## src/design/sav_defs.vh

```
// Purpose: Constants for the service-acknowledge context block
// Assumes: Included by bare name
// Notes: Byte offsets are index times four on the register bus
`ifndef SAV_DEFS_VH
`define SAV_DEFS_VH
// ----------------------------------------
// Register indices (printed offsets)
// ----------------------------------------
`define SAV_IDX_PVEC 8'h40
`define SAV_IDX_MVEC 8'h41
`define SAV_IDX_MFLG 8'h4c
`define SAV_IDX_MOPT 8'h50
`define SAV_IDX_CHSEL 8'h51
`define SAV_IDX_IRQST 8'h52
`define SAV_IDX_IRQMSK 8'h53
`define SAV_IDX_CTX 8'h54
// ----------------------------------------
// Field positions and codes
// ----------------------------------------
`define SAV_DSR_BIT 7
`define SAV_CTS_BIT 6
`define SAV_RI_BIT 5
`define SAV_CD_BIT 4
`define SAV_CODE_NONE 3'h0
`define SAV_CODE_MODEM 3'h1
`define SAV_CODE_SM 3'h4
`define SAV_CODE_PIPE 3'h5
`define SAV_CODE_BOTH 3'h6
`define SAV_RST_BYTE 8'h00
`define SAV_RST_NIB 4'h0
// Synchroniser reset: ack pins idle high, lines and engine requests idle low
`define SAV_SYNC_IDLE 9'h007
`define SAV_IRQ_MODEM 0
`define SAV_IRQ_PAR 1
`define SAV_IRQ_CTX 2
`endif

```

## src/design/sav_core.v

```verilog
// Purpose: Service-acknowledge context, modem change flags and vector codes
// Assumes: One clock; async pins and modem lines synchronised here
// Notes: Registers on classic Wishbone, one byte per aligned word
//
// The Wishbone interface to the registers was left to the implementer.
`timescale 1ns/1ps
`include "sav_defs.vh"
module sav_core #(
    parameter NSYNC_W = 2
) (
    // Clock and reset
    input wire clk_i,
    input wire rst_i,
    // Wishbone slave
    input wire cyc_i,
    input wire stb_i,
    input wire we_i,
    input wire [9:0] adr_i,
    input wire [3:0] sel_i,
    input wire [31:0] dat_i,
    output reg [31:0] dat_o,
    output wire ack_o,
    // Acknowledge pins (active low, asynchronous)
    input wire service_ack_pin_n_i,
    input wire modem_ack_pin_n_i,
    input wire parallel_ack_pin_n_i,
    // Modem lines and parallel engine requests (asynchronous)
    input wire [3:0] modem_lines_i,
    input wire par_sm_req_i,
    input wire par_pipe_req_i,
    // Host data bus drive
    output reg [7:0] host_data_bus_o,
    output reg host_data_bus_oe_o,
    // Request pins and context
    output wire modem_request_pin_n_o,
    output wire parallel_request_pin_n_o,
    output wire ack_context_o,
    output reg [1:0] serviced_channel_o,
    output wire irq_o
);

    // ----------------------------------------
    // Synchronisers: pins are foreign to clk_i
    // ----------------------------------------
    localparam NS = 9;
    wire [NS-1:0] raw_w;
    reg [NS-1:0] s1_r;
    reg [NS-1:0] s2_r;
    assign raw_w = {par_pipe_req_i, par_sm_req_i, modem_lines_i,
                    parallel_ack_pin_n_i, modem_ack_pin_n_i, service_ack_pin_n_i};

    // Two-stage sync; reset to idle levels so no request shows after reset
    always @(posedge clk_i)
    begin
        if (rst_i)
        begin
            s1_r <= `SAV_SYNC_IDLE;
            s2_r <= `SAV_SYNC_IDLE;
        end
        else
        begin
            s1_r <= raw_w;
            s2_r <= s1_r;
        end
    end

    wire gen_ack_n_w = s2_r[0];
    wire mod_ack_n_w = s2_r[1];
    wire par_ack_n_w = s2_r[2];
    wire [3:0] lines_w = s2_r[6:3];
    wire sm_req_w = s2_r[7];
    wire pipe_req_w = s2_r[8];

    // ----------------------------------------
    // Bus decode
    // ----------------------------------------
    wire [7:0] idx_w = adr_i[9:2];
    reg ack_r;
    wire req_w = cyc_i & stb_i & ~ack_r;
    wire wr_w = req_w & we_i & sel_i[0];
    assign ack_o = ack_r;

    // Index match shared by all write strobes
    function hit;
        input [7:0] idx;
        input [7:0] want;
        begin
            hit = (idx == want);
        end
    endfunction

    // Single-wait ack; ack drops the cycle after it was given
    always @(posedge clk_i)
    begin
        if (rst_i)
            ack_r <= 1'b0;
        else
            ack_r <= req_w;
    end

    // ----------------------------------------
    // Software registers
    // ----------------------------------------
    reg [3:0] mopt_r;   // Change detect enables: DSR,CTS,RI,CD
    reg [7:0] chsel_r;  // Channel select; poll copy lands here
    reg [2:0] irq_st_r;
    reg [2:0] irq_msk_r;
    reg poll_ctx_r;

    always @(posedge clk_i)
    begin
        if (rst_i)
        begin
            mopt_r <= `SAV_RST_NIB;
            chsel_r <= `SAV_RST_BYTE;
            irq_msk_r <= 3'h0;
        end
        else if (wr_w)
        begin
            if (hit(idx_w, `SAV_IDX_MOPT))
                mopt_r <= dat_i[7:4];
            if (hit(idx_w, `SAV_IDX_CHSEL))
                chsel_r <= dat_i[7:0];
            if (hit(idx_w, `SAV_IDX_IRQMSK))
                irq_msk_r <= dat_i[2:0];
        end
    end

    // ----------------------------------------
    // Modem change detection
    // ----------------------------------------
    reg [3:0] lines_q_r;
    reg [3:0] mflg_r;
    wire [3:0] edge_w = (lines_w ^ lines_q_r) & mopt_r;
    wire flg_clr_w = wr_w & hit(idx_w, `SAV_IDX_MFLG) & ack_context_o;

    // Set beats clear so an edge during the clear is kept
    always @(posedge clk_i)
    begin
        if (rst_i)
        begin
            lines_q_r <= `SAV_RST_NIB;
            mflg_r <= `SAV_RST_NIB;
        end
        else
        begin
            lines_q_r <= lines_w;
            mflg_r <= (mflg_r & ~(flg_clr_w ? dat_i[7:4] : 4'h0)) | edge_w;
        end
    end

    wire modem_req_w = |mflg_r;
    assign modem_request_pin_n_o = ~modem_req_w;
    wire par_req_w = sm_req_w | pipe_req_w | modem_req_w;
    assign parallel_request_pin_n_o = ~par_req_w;

    // ----------------------------------------
    // Vector codes
    // ----------------------------------------
    wire [2:0] mcode_w = modem_req_w ? `SAV_CODE_MODEM : `SAV_CODE_NONE;
    reg [2:0] pcode_w;

    // Engine sources outrank the modem group on the parallel vector
    always @*
    begin
        case ({sm_req_w, pipe_req_w})
            2'b11: pcode_w = `SAV_CODE_BOTH;
            2'b10: pcode_w = `SAV_CODE_SM;
            2'b01: pcode_w = `SAV_CODE_PIPE;
            default: pcode_w = modem_req_w ? `SAV_CODE_MODEM : `SAV_CODE_NONE;
        endcase
    end

    wire [7:0] mvec_w = {5'h00, mcode_w};
    wire [7:0] pvec_w = {5'h00, pcode_w};
    wire [7:0] mflg_byte_w = {mflg_r, 4'h0};

    // ----------------------------------------
    // Context state machine
    // ----------------------------------------
    localparam ST_NORM = 2'd0;
    localparam ST_HWACK = 2'd1;
    localparam ST_POLL = 2'd2;
    reg [1:0] st_r;
    reg [1:0] st_nxt;
    wire pin_act_w = ~gen_ack_n_w | (~mod_ack_n_w & modem_req_w) |
                     (~par_ack_n_w & par_req_w);
    // Poll copy: any write to channel select while a request pends
    wire poll_w = wr_w & hit(idx_w, `SAV_IDX_CHSEL) & (modem_req_w | par_req_w);
    wire ctx_end_w = wr_w & hit(idx_w, `SAV_IDX_CTX) & dat_i[0];

    always @*
    begin
        st_nxt = st_r;
        case (st_r)
            ST_NORM:
            begin
                if (pin_act_w)
                    st_nxt = ST_HWACK;
                else if (poll_w)
                    st_nxt = ST_POLL;
            end
            ST_HWACK:
            begin
                if (gen_ack_n_w & mod_ack_n_w & par_ack_n_w)
                    st_nxt = ST_NORM;
            end
            ST_POLL:
            begin
                if (ctx_end_w)
                    st_nxt = ST_NORM;
            end
            default: st_nxt = ST_NORM;
        endcase
    end

    always @(posedge clk_i)
    begin
        if (rst_i)
            st_r <= ST_NORM;
        else
            st_r <= st_nxt;
    end

    assign ack_context_o = (st_r != ST_NORM);

    // Serviced channel latched on entry: select write data for a poll, zero for a pin ack
    always @(posedge clk_i)
    begin
        if (rst_i)
            serviced_channel_o <= 2'h0;
        else if (st_r == ST_NORM && st_nxt == ST_POLL)
            serviced_channel_o <= dat_i[1:0];
        else if (st_r == ST_NORM && st_nxt == ST_HWACK)
            serviced_channel_o <= 2'h0;
    end

    // ----------------------------------------
    // Host data bus vector drive
    // ----------------------------------------
    always @(posedge clk_i)
    begin
        if (rst_i)
        begin
            host_data_bus_o <= `SAV_RST_BYTE;
            host_data_bus_oe_o <= 1'b0;
        end
        else if (~mod_ack_n_w & modem_req_w)
        begin
            host_data_bus_o <= mvec_w;
            host_data_bus_oe_o <= 1'b1;
        end
        else if (~par_ack_n_w & par_req_w)
        begin
            host_data_bus_o <= pvec_w;
            host_data_bus_oe_o <= 1'b1;
        end
        else
        begin
            host_data_bus_o <= `SAV_RST_BYTE;
            host_data_bus_oe_o <= 1'b0;
        end
    end

    // ----------------------------------------
    // Interrupt status and mask
    // ----------------------------------------
    reg ctx_q_r;
    wire [2:0] ev_w = {ack_context_o & ~ctx_q_r, |pcode_w & ~par_ack_n_w, |edge_w};
    wire st_clr_w = wr_w & hit(idx_w, `SAV_IDX_IRQST);

    // Write-one-to-clear; a same-cycle event wins
    always @(posedge clk_i)
    begin
        if (rst_i)
        begin
            irq_st_r <= 3'h0;
            ctx_q_r <= 1'b0;
        end
        else
        begin
            ctx_q_r <= ack_context_o;
            irq_st_r <= (irq_st_r & ~(st_clr_w ? dat_i[2:0] : 3'h0)) | ev_w;
        end
    end

    assign irq_o = |(irq_st_r & irq_msk_r);

    // ----------------------------------------
    // Read mux
    // ----------------------------------------
    reg [7:0] rd_w;
    always @*
    begin
        case (idx_w)
            `SAV_IDX_PVEC: rd_w = pvec_w;
            `SAV_IDX_MVEC: rd_w = mvec_w;
            `SAV_IDX_MFLG: rd_w = mflg_byte_w;
            `SAV_IDX_MOPT: rd_w = {mopt_r, 4'h0};
            `SAV_IDX_CHSEL: rd_w = chsel_r;
            `SAV_IDX_IRQST: rd_w = {5'h00, irq_st_r};
            `SAV_IDX_IRQMSK: rd_w = {5'h00, irq_msk_r};
            `SAV_IDX_CTX: rd_w = {6'h00, st_r};
            default: rd_w = `SAV_RST_BYTE;
        endcase
    end

    // Read data registered with the ack
    always @(posedge clk_i)
    begin
        if (rst_i)
            dat_o <= 32'h0000_0000;
        else if (req_w)
            dat_o <= {24'h00_0000, rd_w};
    end

endmodule // sav_core

```

## config.mk

```make
export PLATFORM = sky130hd
export DESIGN_NAME = sav_core
export DESIGN_NICKNAME = d
export VERILOG_FILES = /design/src/design/sav_core.v
export VERILOG_INCLUDE_DIRS = /design/src /design/src/design
export SDC_FILE = /design/constraint.sdc
export NUM_CORES = 1
export LEC_CHECK = 0
export ABC_AREA = 0
export ABC_CLOCK_PERIOD_IN_PS = 1580
export BUFFER_PORTS_ARGS = -buffer_cell sky130_fd_sc_hd__buf_2
export CAP_MARGIN = 20
export CORE_UTILIZATION = 45
export CTS_BUF_LIST = sky130_fd_sc_hd__clkbuf_8
export DETAILED_ROUTE_END_ITERATION = 10
export GPL_TIMING_DRIVEN = 0
export MAX_ROUTING_LAYER = met4
export PLACE_DENSITY = 0.78
export REMOVE_ABC_BUFFERS = 1
export SKIP_LAST_GASP = 1
export SLEW_MARGIN = 30
export SYNTH_ARGS = -nofsm -noshare
export SYNTH_HDL_FRONTEND = slang
export SYNTH_SLANG_ARGS = --single-unit
```

## constraint.sdc

```tcl
create_clock -name clk_i -period 1.58 [get_ports clk_i]
set_input_delay 0.079 -clock clk_i [delete_from_list [all_inputs] [get_ports clk_i]]
set_output_delay 0.079 -clock clk_i [all_outputs]
set_load 0.02 [all_outputs]
```

==> impl_metrics.yaml, run 1 <==
outcome:
  status: "finished with violations"
  failed_checks: "negative setup slack"
layout:
  final.fill_count: 482
  layout_commonest_cell: "dfxtp_1"
  antennaDiodeCount: 0
  finalCoreUtilization_pct: 58.1
  syn_to_final_growth_pct: 21.1
  final_nets: 422
  layout.cells.most_common_list: "dfxtp_1 (59), buf_2 (47), nor2_1 (41)"
  post_route_cells_drive_above_1_share_pct: 27.9
  finish.instance_area_um2: 3280
synthesis:
  syn_inst: 301
  synth-seq-area-share_pct: 45.8
  post_synth_arst_share_pct: 0
  netlist_area_um2: 2710
  ys_dominant_reg_cell: "dfxtp_1"
  synth-edff-count: 0
  syn-mean-instance-area_um2: 9.00
  yosysWarnings: 0
  ys_seq_elements: 62
  yosysUniqueCellTypes: 44
worst_setup_path:
  crit_type: "reg2out"
  crit_chain: "or4_4 > nor3_4 > buf_4"
  cp-start-kind: "flip-flop"
  cp.required_ns: 1.50
  worst_path_dominant_cell_family: "simple AND/OR/NAND/NOR gates"
  crit_fanout: 4
  cp_data_arrival_time_ns: 1.69
  worst-path-buf-inv: 1
  cp_slowest_stage_delay_ns: 0.59
  endpoint_kind: "output pin"
  crit_slowest_cell: "or4_4"
floorplan:
  die_h_um: 79.6
  die-width_um: 79.6
  design.die.area_um2: 6330
  placementRows: 27
  initial_utilization_pct: 48.0
  io_pins: 108
  floorplan.core_area_um2: 5640
route:
  initialDrtViolationCount: 162
  drt_drc_violations_left: 0
  first_pass_iters: 4
  postRouteWirelength_mm: 5.78
  route.detailed.vias_per_inst: 5.04
  detail-route-antenna-nets: 0
  wire_per_inst_um: 13.2
  vias: 2202
global_routing:
  gr-total-overflow: 0
  global_route_wire_length_before_repair_mm: 8.88
  grt_start_max_net_pins: 59
  grt_antenna_before_repair: 0
  grt_pass1_vias: 1968
  grt_usage_pct: 19.1
placed_design:
  dpl-instance-area_um2: 2870
  detailedPlace.worstSlack_ns: -0.495
  detailedPlacementHpwl_mm: 3.79
  gp_congestion: 0.901
  port-buffer-count: 49
timing:
  max_slew.worst_pin.slew_ns: 0.664
  layout_worst_path_cycle_share_pct: 112
  fin_worst_skew_ns: 0.00793
  timing.final.ws_setup_ns: -0.189
  final-max-slew-violation-count: 0
  setup_viol: 9
  post-route-min-period_ns: 1.77
  timing.max_slew.rel_slack_pct: 55.1
  clock.fmax_mhz: 565
  finalHoldViolCount: 0
  grt_setup_unrepaired: "yes"
  hold-worst-slack_ns: 0.00155
run:
  maxCapViolations: 0
cts:
  cts-root-to-sink-buffers: 2
  numClockSinks: 62
  clkLatencyLatePin_ns: 0.33
  tritoncts_clock_tree: "built"
  cts.reportedPaths.clkPinSlew_ns: 0.06
  clk_root_buffer_cell: "clkbuf_8"
  cts_inserted_buffers: 9
  clock_tree.htree_level_count: 3
power:
  pnr_total_power_uw: 3100
  p_leak_uw: 0.00143
  power.density_cell_area_nw_per_um2: 945
  ir_drop_worst_case_vdd_v: 0.000560
worst_hold_path:
  hold_path.class: "in2reg"
-- per-layer routing --
layer	share of wire, %	up-vias	track usage [%]	wire, um
li1	-	1096	-	-
met1	44	1002	22.5	2570
met2	46	90	29.2	2640
met3	6.8	14	5.03	391
met4	3.1	0	11.3	178
met5	0	-	-	0
-- logic make-up after synthesis --
family          Yosys count  share of synthesized area (%)
compound gates           52                           11.8
xor+xnor                  4                           1.29
buf+inv                  50                           11.4
flops                    62                           45.8
mux                      14                           5.31
other cells               1                          0.138
simple gates            118                           24.2
-- flip-flops by register name, indices dropped and copies added (netlist names), 2 cells and up --
signal and cells:
serviced_channel_o 2, mflg_r 4, dat_o 8, mopt_r 4
s2_r 9, host_data_bus_o 3, s1_r 9, irq_st_r 3
st_r 2, chsel_r 8, irq_msk_r 3, lines_q_r 4
-- synth_stat cells, types with 2 or more instances --
| cell | count | area, um^2 |
|---|---|---|
| dfxtp_1 | 62 | 1240 |
| nor2_1 | 45 | 169 |
| buf_4 | 30 | 225 |
| a21oi_1 | 20 | 100 |
| nor2b_1 | 18 | 113 |
| nand2_1 | 16 | 60.1 |
| a22oi_1 | 12 | 90.1 |
| o21ai_0 | 12 | 60.1 |
| mux2i_1 | 11 | 110 |
| clkbuf_1 | 10 | 37.5 |
| inv_1 | 8 | 30.0 |
| or2_2 | 6 | 37.5 |
| nand2b_1 | 4 | 25.0 |
| nor4_1 | 4 | 25.0 |
| xor2_1 | 4 | 35.0 |
| mux2_2 | 3 | 33.8 |
| nand4_1 | 3 | 18.8 |
| a32oi_1 | 2 | 17.5 |
| a41o_1 | 2 | 20.0 |
| nand3_1 | 2 | 10.0 |
| nand3b_1 | 2 | 15.0 |
| nor3_1 | 2 | 10.0 |
| nor4b_1 | 2 | 17.5 |
-- power by group --
| part | internal (uW) | switching (uW) |
|---|---|---|
| Clock | 672 | 536 |
| Sequential | 1590 | 17.3 |
| Combinational | 95.4 | 185 |
| Total | 2360 | 738 |
-- worst reg2reg max path: cells and delay by family (launching register included) --
family / cells / cell delay (ns)
compound gates: 2 / 0.24
buf+inv: 1 / 0.09
flops: 1 / 0.33
simple gates: 3 / 1.02
-- stage by stage --
stage | TNS [ns] | std cells
after global placement | -3.76 | 408
after CTS | -0.673 | 435
after global routing | -2.08 | 437
final | -0.920 | 437
after detailed placement | -4.70 | 408
after floorplan | -0.953 | 287
-- layout make-up --
class	count	area, um^2	area share (%)
Multi-Input combinational cell	217	1350	41.2
Sequential cell	62	1240	38.0
Timing Repair Buffer	64	385	11.8
Clock buffer	12	165	5.04
Tap cell	72	90.1	2.75
Inverter	8	32.5	0.992
Clock inverter	2	8.76	0.267
-- worst paths after layout --
kind	from	to	slack [ns]	cells past startpoint
setup / recovery	mflg_r[0]	parallel_request_pin_n_o	-0.19	3
hold reg to reg	s1_r[0]	s2_r[0]	0.41	1
setup reg to reg	mflg_r[0]	serviced_channel_o[1]	-0.17	6
hold / removal	modem_lines_i[0]	s1_r[3]	0.002	2
-- what timing repair did --
action | CTS | global route
resized for setup | 18 | 12
setup buffers | 4 | 2
hold endpoints to repair | 9 | 0
pin swaps | 7 | 11
setup endpoints to repair | 18 | 16
hold buffers | 9 | 0
(Power assumes the default switching activity.)
==> run 2: changes to the inputs <==
Settings changed: CELL_PAD_IN_SITES_DETAIL_PLACEMENT set to 1, CELL_PAD_IN_SITES_GLOBAL_PLACEMENT set to 1, CORE_UTILIZATION 45 to 33, PLACE_DENSITY 0.78 to not set, PLACE_DENSITY_LB_ADDON set to 0.1.
==> run 2 against run 1 <==
Against the previous run: the run still ends with negative setup slack left; flip-flop and latch count unchanged; register-to-register slack better by 0.02 ns; via count up 1.5%; power up 9.9%; clock skew up 0.0022 ns; sequential share of layout area down 1.9 points; combinational power up 4%; fmax up 2.1%; cell count up 10%; critical path type is now reg2reg; largest power group unchanged.
==> impl_metrics.yaml, run 2 (synthesis gave the netlist of run 1 again) <==
layout:
  finish.instance_area_um2: 3450
  syn_to_final_growth_pct: 27.4
  multi_input_comb_area_um2: 1330
  post_route_cells_drive_above_1_share_pct: 28.0
  layout_commonest_cell: "dfxtp_1"
  area_occupied_by_registers_um2: 1240
  final_nets: 434
  largest_registers: "s1_r: 9 flops, s2_r: 9 flops"
  antennaDiodeCount: 0
  layout.cells.most_common_list: "dfxtp_1 (60), buf_2 (46), nor2_1 (40)"
  final.fill_count: 960
floorplan:
  floorplan.core_area_um2: 7850
  design.die.area_um2: 8570
  initial_utilization_pct: 34.5
  io_pins: 108
  die_h_um: 92.6
  placementRows: 32
  die-width_um: 92.6
power:
  power.density_cell_area_nw_per_um2: 987
  p_leak_uw: 0.00151
  ir_drop_worst_case_vdd_v: 0.000389
route:
  route.detailed.vias_per_inst: 4.65
  wire_per_inst_um: 14.4
  vias: 2236
  first_pass_iters: 4
  drt_drc_violations_left: 0
  postRouteWirelength_mm: 6.93
  initialDrtViolationCount: 77
  detail-route-antenna-nets: 0
outcome:
  failed_checks: "negative setup slack"
  status: "finished with violations"
global_routing:
  grt_start_max_net_pins: 59
  grt_antenna_before_repair: 0
  global_route_wire_length_before_repair_mm: 11.2
  grt_usage_pct: 17.6
  grt_pass1_vias: 2311
  gr-total-overflow: 0
worst_setup_path:
  endpoint_kind: "flip-flop"
  cp.required_ns: 1.86
  cp-start-kind: "flip-flop"
  crit_type: "reg2reg"
  cp_data_arrival_time_ns: 2.01
  crit_fanout: 5
cts:
  cts_inserted_buffers: 9
  tritoncts_clock_tree: "built"
  clkLatencyLatePin_ns: 0.33
  clock_tree.htree_level_count: 3
  cts.reportedPaths.clkPinSlew_ns: 0.07
  cts-root-to-sink-buffers: 2
  numClockSinks: 62
  clk_root_buffer_cell: "clkbuf_8"
run:
  maxCapViolations: 0
timing:
  setup_viol: 9
  final-max-slew-violation-count: 0
  setup_total_negative_slack_ns: -0.654
  finalHoldViolCount: 0
  timing.max_slew.rel_slack_pct: 48.4
  clock.fmax_mhz: 577
  fin_worst_skew_ns: 0.0101
  max_slew.worst_pin.slew_ns: 0.767
  grt_setup_unrepaired: "yes"
  hold-worst-slack_ns: 0.0231
  layout_worst_path_cycle_share_pct: 110
  post-route-min-period_ns: 1.73
  timing.final.ws_setup_ns: -0.153
placed_design:
  dpl-instance-area_um2: 2920
  detailedPlacementHpwl_mm: 4.67
  gp_congestion: 0.812
  port-buffer-count: 49
worst_hold_path:
  hold_path.class: "in2reg"
run 2: critical path, cell delays in order, from the launching register on:
cell,delay (ns)
dfxtp_2,0.32
or4_4,0.58
inv_4,0.09
nor2_4,0.04
or3b_1,0.39
a21oi_1,0.15
a41o_1,0.10
run 2: path summary, 6_finish.rpt:
| kind | endpoint | from | cells past startpoint | slack (ns) |
|---|---|---|---|---|
| hold reg to reg | s2_r[1] | s1_r[1] | 1 | 0.41 |
| setup reg to reg | serviced_channel_o[0] | mflg_r[3] | 6 | -0.15 |
| hold / removal | ack_o | cyc_i | 3 | 0.02 |
| setup / recovery | serviced_channel_o[0] | mflg_r[3] | 6 | -0.15 |
run 2: timing repair:
| item | CTS | global route |
|---|---|---|
| gates resized for setup | 18 | 11 |
| setup endpoints to repair | 19 | 26 |
| hold buffers | 13 | 0 |
| hold endpoints to repair | 13 | 0 |
| pin swaps | 8 | 5 |
| buffers inserted | 9 | 5 |
run 2: layout make-up:
class / count / share of cell area [%]
flip-flops and latches: 62 / 36.1
clock buffers: 9 / 3.59
repair buffers: 76 / 14.5
clock inverters: 7 / 2.61
inverters: 8 / 0.943
well taps: 102 / 3.70
multi-input cells: 217 / 38.6
run 2: per-stage QoR:
step	utilization, %	std cells	total power (uW)	setup WS (ns)
2_1_floorplan	-	287	1780	-0.275
3_3_place_gp	37.0	438	1890	-0.605
3_5_place_dp	37.1	438	1890	-0.589
4_1_cts	43.1	476	3440	-0.166
5_1_grt	43.9	481	3560	-0.223
6_report	43.9	481	3410	-0.153
run 2: power breakdown:
group / switching [uW] / internal [uW] / total (uW)
clock network: 623 / 879 / 1500
logic: 187 / 105 / 292
registers: 18.9 / 1590 / 1610
run 2: metal layers:
metal | routed length, um | vias up | global-route usage, %
li1 | - | 1120 | -
met1 | 3230 | 1055 | 21.2
met2 | 3420 | 55 | 28.5
met3 | 219 | 6 | 4.68
met4 | 63 | 0 | 5.86
met5 | 0 | - | -
==> run 3: changes to the inputs <==
Settings changed: ABC_CLOCK_PERIOD_IN_PS 1580 to not set, CORE_MARGIN set to 8, PLACE_DENSITY set to 0.88, PLACE_DENSITY_LB_ADDON 0.1 to not set.
==> run 3 against run 2 <==
Against the previous run: the run still ends with negative setup slack left; clock-buffer cell count rose by 3; power fell by 6.6%; via count rose by 2.3%; sequential power barely moved; critical path type unchanged.
==> impl_metrics.yaml, run 3 (synthesis gave the netlist of run 1 again) <==
route:
  vias: 2287
  drt_drc_violations_left: 0
  postRouteWirelength_mm: 7.70
  route.detailed.vias_per_inst: 4.73
  wire_per_inst_um: 15.9
  first_pass_iters: 4
  detail-route-antenna-nets: 0
  initialDrtViolationCount: 103
worst_setup_path:
  worst-path-buf-inv: 1
  worst_path_dominant_cell_family: "simple AND/OR/NAND/NOR gates"
  cp-start-kind: "flip-flop"
  reg2reg_end: "serviced_channel_o[0]"
  endpoint_kind: "flip-flop"
  crit_fanout: 5
  cp_slowest_stage_delay_ns: 0.59
  worst_r2r_path_depth: 6
  crit_chain: "or4_4 > inv_4 > nor2_4 > or3b_4 > a21oi_2 > a41o_1"
  cp.required_ns: 1.86
  crit_type: "reg2reg"
  cp_data_arrival_time_ns: 2.00
  crit_slowest_cell: "or4_4"
  r2r_start: "mflg_r[1]"
  r2r_slack_ns: -0.14
timing:
  final-max-slew-violation-count: 0
  post-route-min-period_ns: 1.72
  timing.max_slew.rel_slack_pct: 55.9
  clock.fmax_mhz: 582
  setup_viol: 8
  fin_worst_skew_ns: 0.00481
  timing.final.ws_setup_ns: -0.140
  grt_setup_unrepaired: "yes"
  layout_worst_path_cycle_share_pct: 109
  max_slew.worst_pin.slew_ns: 0.656
  hold-worst-slack_ns: 0.00642
  finalHoldViolCount: 0
power:
  clockPowerShare_pct: 39.8
  power.density_cell_area_nw_per_um2: 922
  ir_drop_worst_case_vdd_v: 0.000424
  p_leak_uw: 0.00150
  intPower_uw: 2390
  netSwitchingFraction_pct: 24.9
  power_frac_seq_pct: 50.7
  power.share.combinational_pct: 9.5
  p_sw_uw: 791
placed_design:
  port-buffer-count: 49
  detailedPlace.worstSlack_ns: -0.529
  gp_congestion: 0.852
  dpl-instance-area_um2: 2940
  detailedPlacementHpwl_mm: 5.36
global_routing:
  grt_usage_pct: 14.4
  grt_start_max_net_pins: 35
  grt_antenna_before_repair: 0
  grt_pass1_vias: 2477
  global_route_wire_length_before_repair_mm: 12.6
  gr-total-overflow: 0
cts:
  cts-root-to-sink-buffers: 2
  clock_tree.htree_level_count: 3
  cts.reportedPaths.clkPinSlew_ns: 0.07
  clkLatencyLatePin_ns: 0.34
  cts_inserted_buffers: 9
  numClockSinks: 62
  clk_root_buffer_cell: "clkbuf_8"
  tritoncts_clock_tree: "built"
floorplan:
  die_h_um: 107
  die-width_um: 107
  io_pins: 108
  floorplan.core_area_um2: 8090
  initial_utilization_pct: 33.5
  placementRows: 33
  design.die.area_um2: 11400
layout:
  largest_registers: "s1_r: 9 flops, s2_r: 9 flops"
  syn_to_final_growth_pct: 27.3
  layout.cells.most_common_list: "dfxtp_1 (59), buf_2 (47), nor2_1 (40)"
  post_route_cells_drive_above_1_share_pct: 29.4
  area_occupied_by_registers_um2: 1240
  antennaDiodeCount: 0
  finish.instance_area_um2: 3450
  multi_input_comb_area_um2: 1350
  layout_commonest_cell: "dfxtp_1"
  final_nets: 433
  final.fill_count: 1008
worst_hold_path:
  hold_end: "mopt_r[2]"
  min_delay_path_depth: 3
  worst_hold_startpoint: "dat_i[6]"
  hold_path.class: "in2reg"
run:
  maxCapViolations: 0
outcome:
  status: "finished with violations"
  failed_checks: "negative setup slack"
run 3: cell count changes in the layout (fill, tap and decap cells not counted), moves of 2 or more:
cell,change
buf_4,-3
clkbuf_8,+3
a21oi_1,-2
a21oi_2,+2
bufinv_16,-2
run 3: final cells by class:
cell class	instances	share of cell area [%]
Multi-Input combinational cell	217	39.2
Sequential cell	62	36.1
Timing Repair Buffer	75	14.6
Clock buffer	12	4.79
Tap cell	105	3.81
Inverter	8	0.944
Clock inverter	4	0.617
run 3: tightest hold or removal path: cells and delay by family:
family | cells | cell delay (ns)
mux | 1 | 0.06
simple gates | 1 | 0.07
buf+inv | 1 | 0.09
run 3: worst max path at each step:
stage | startpoint | to | slack, ns | cells after the start
finish | mflg_r[1] | serviced_channel_o[0] | -0.14 | 6
global placement | adr_i[5] | st_r[1] | -0.51 | 5
floorplan | mflg_r[0] | st_r[1] | -0.27 | 5
CTS | mflg_r[3] | parallel_request_pin_n_o | -0.15 | 3
detailed placement | adr_i[5] | st_r[1] | -0.53 | 5
global route | mflg_r[1] | serviced_channel_o[0] | -0.21 | 6
run 3: layer usage:
layer	global-route usage, %	up-vias	share of wire (%)
met5	-	-	0
met4	4.42	0	2.0
met3	5.04	16	5.9
met2	25.8	68	53
met1	14.4	1084	40
li1	-	1119	-
run 3: power by group through the flow:
stage	sequential (uW)	clock (uW)	combinational [uW]
2_1_floorplan	1640	0	138
3_3_place_gp	1640	0	237
3_5_place_dp	1640	0	251
4_1_cts	1610	1310	286
5_1_grt	1610	1400	331
6_report	1610	1270	302
run 3: through the flow:
step | TNS (ns) | util, % | power, uW | cells
global route | -1.68 | 42.6 | 3350 | 483
global placement | -5.29 | 36.0 | 1880 | 441
CTS | -0.749 | 41.8 | 3210 | 480
finish | -0.821 | 42.6 | 3180 | 483
floorplan | -0.953 | - | 1780 | 287
detailed placement | -5.42 | 36.3 | 1890 | 442
run 3: repair_timing:
| action | 4_1_cts | 5_1_grt |
|---|---|---|
| resized for setup | 18 | 15 |
| pin swaps | 6 | 8 |
| endpoints found under the setup margin | 18 | 24 |
| hold endpoints to repair | 13 | 0 |
| buffers inserted | 9 | 3 |
| hold buffers | 13 | 0 |
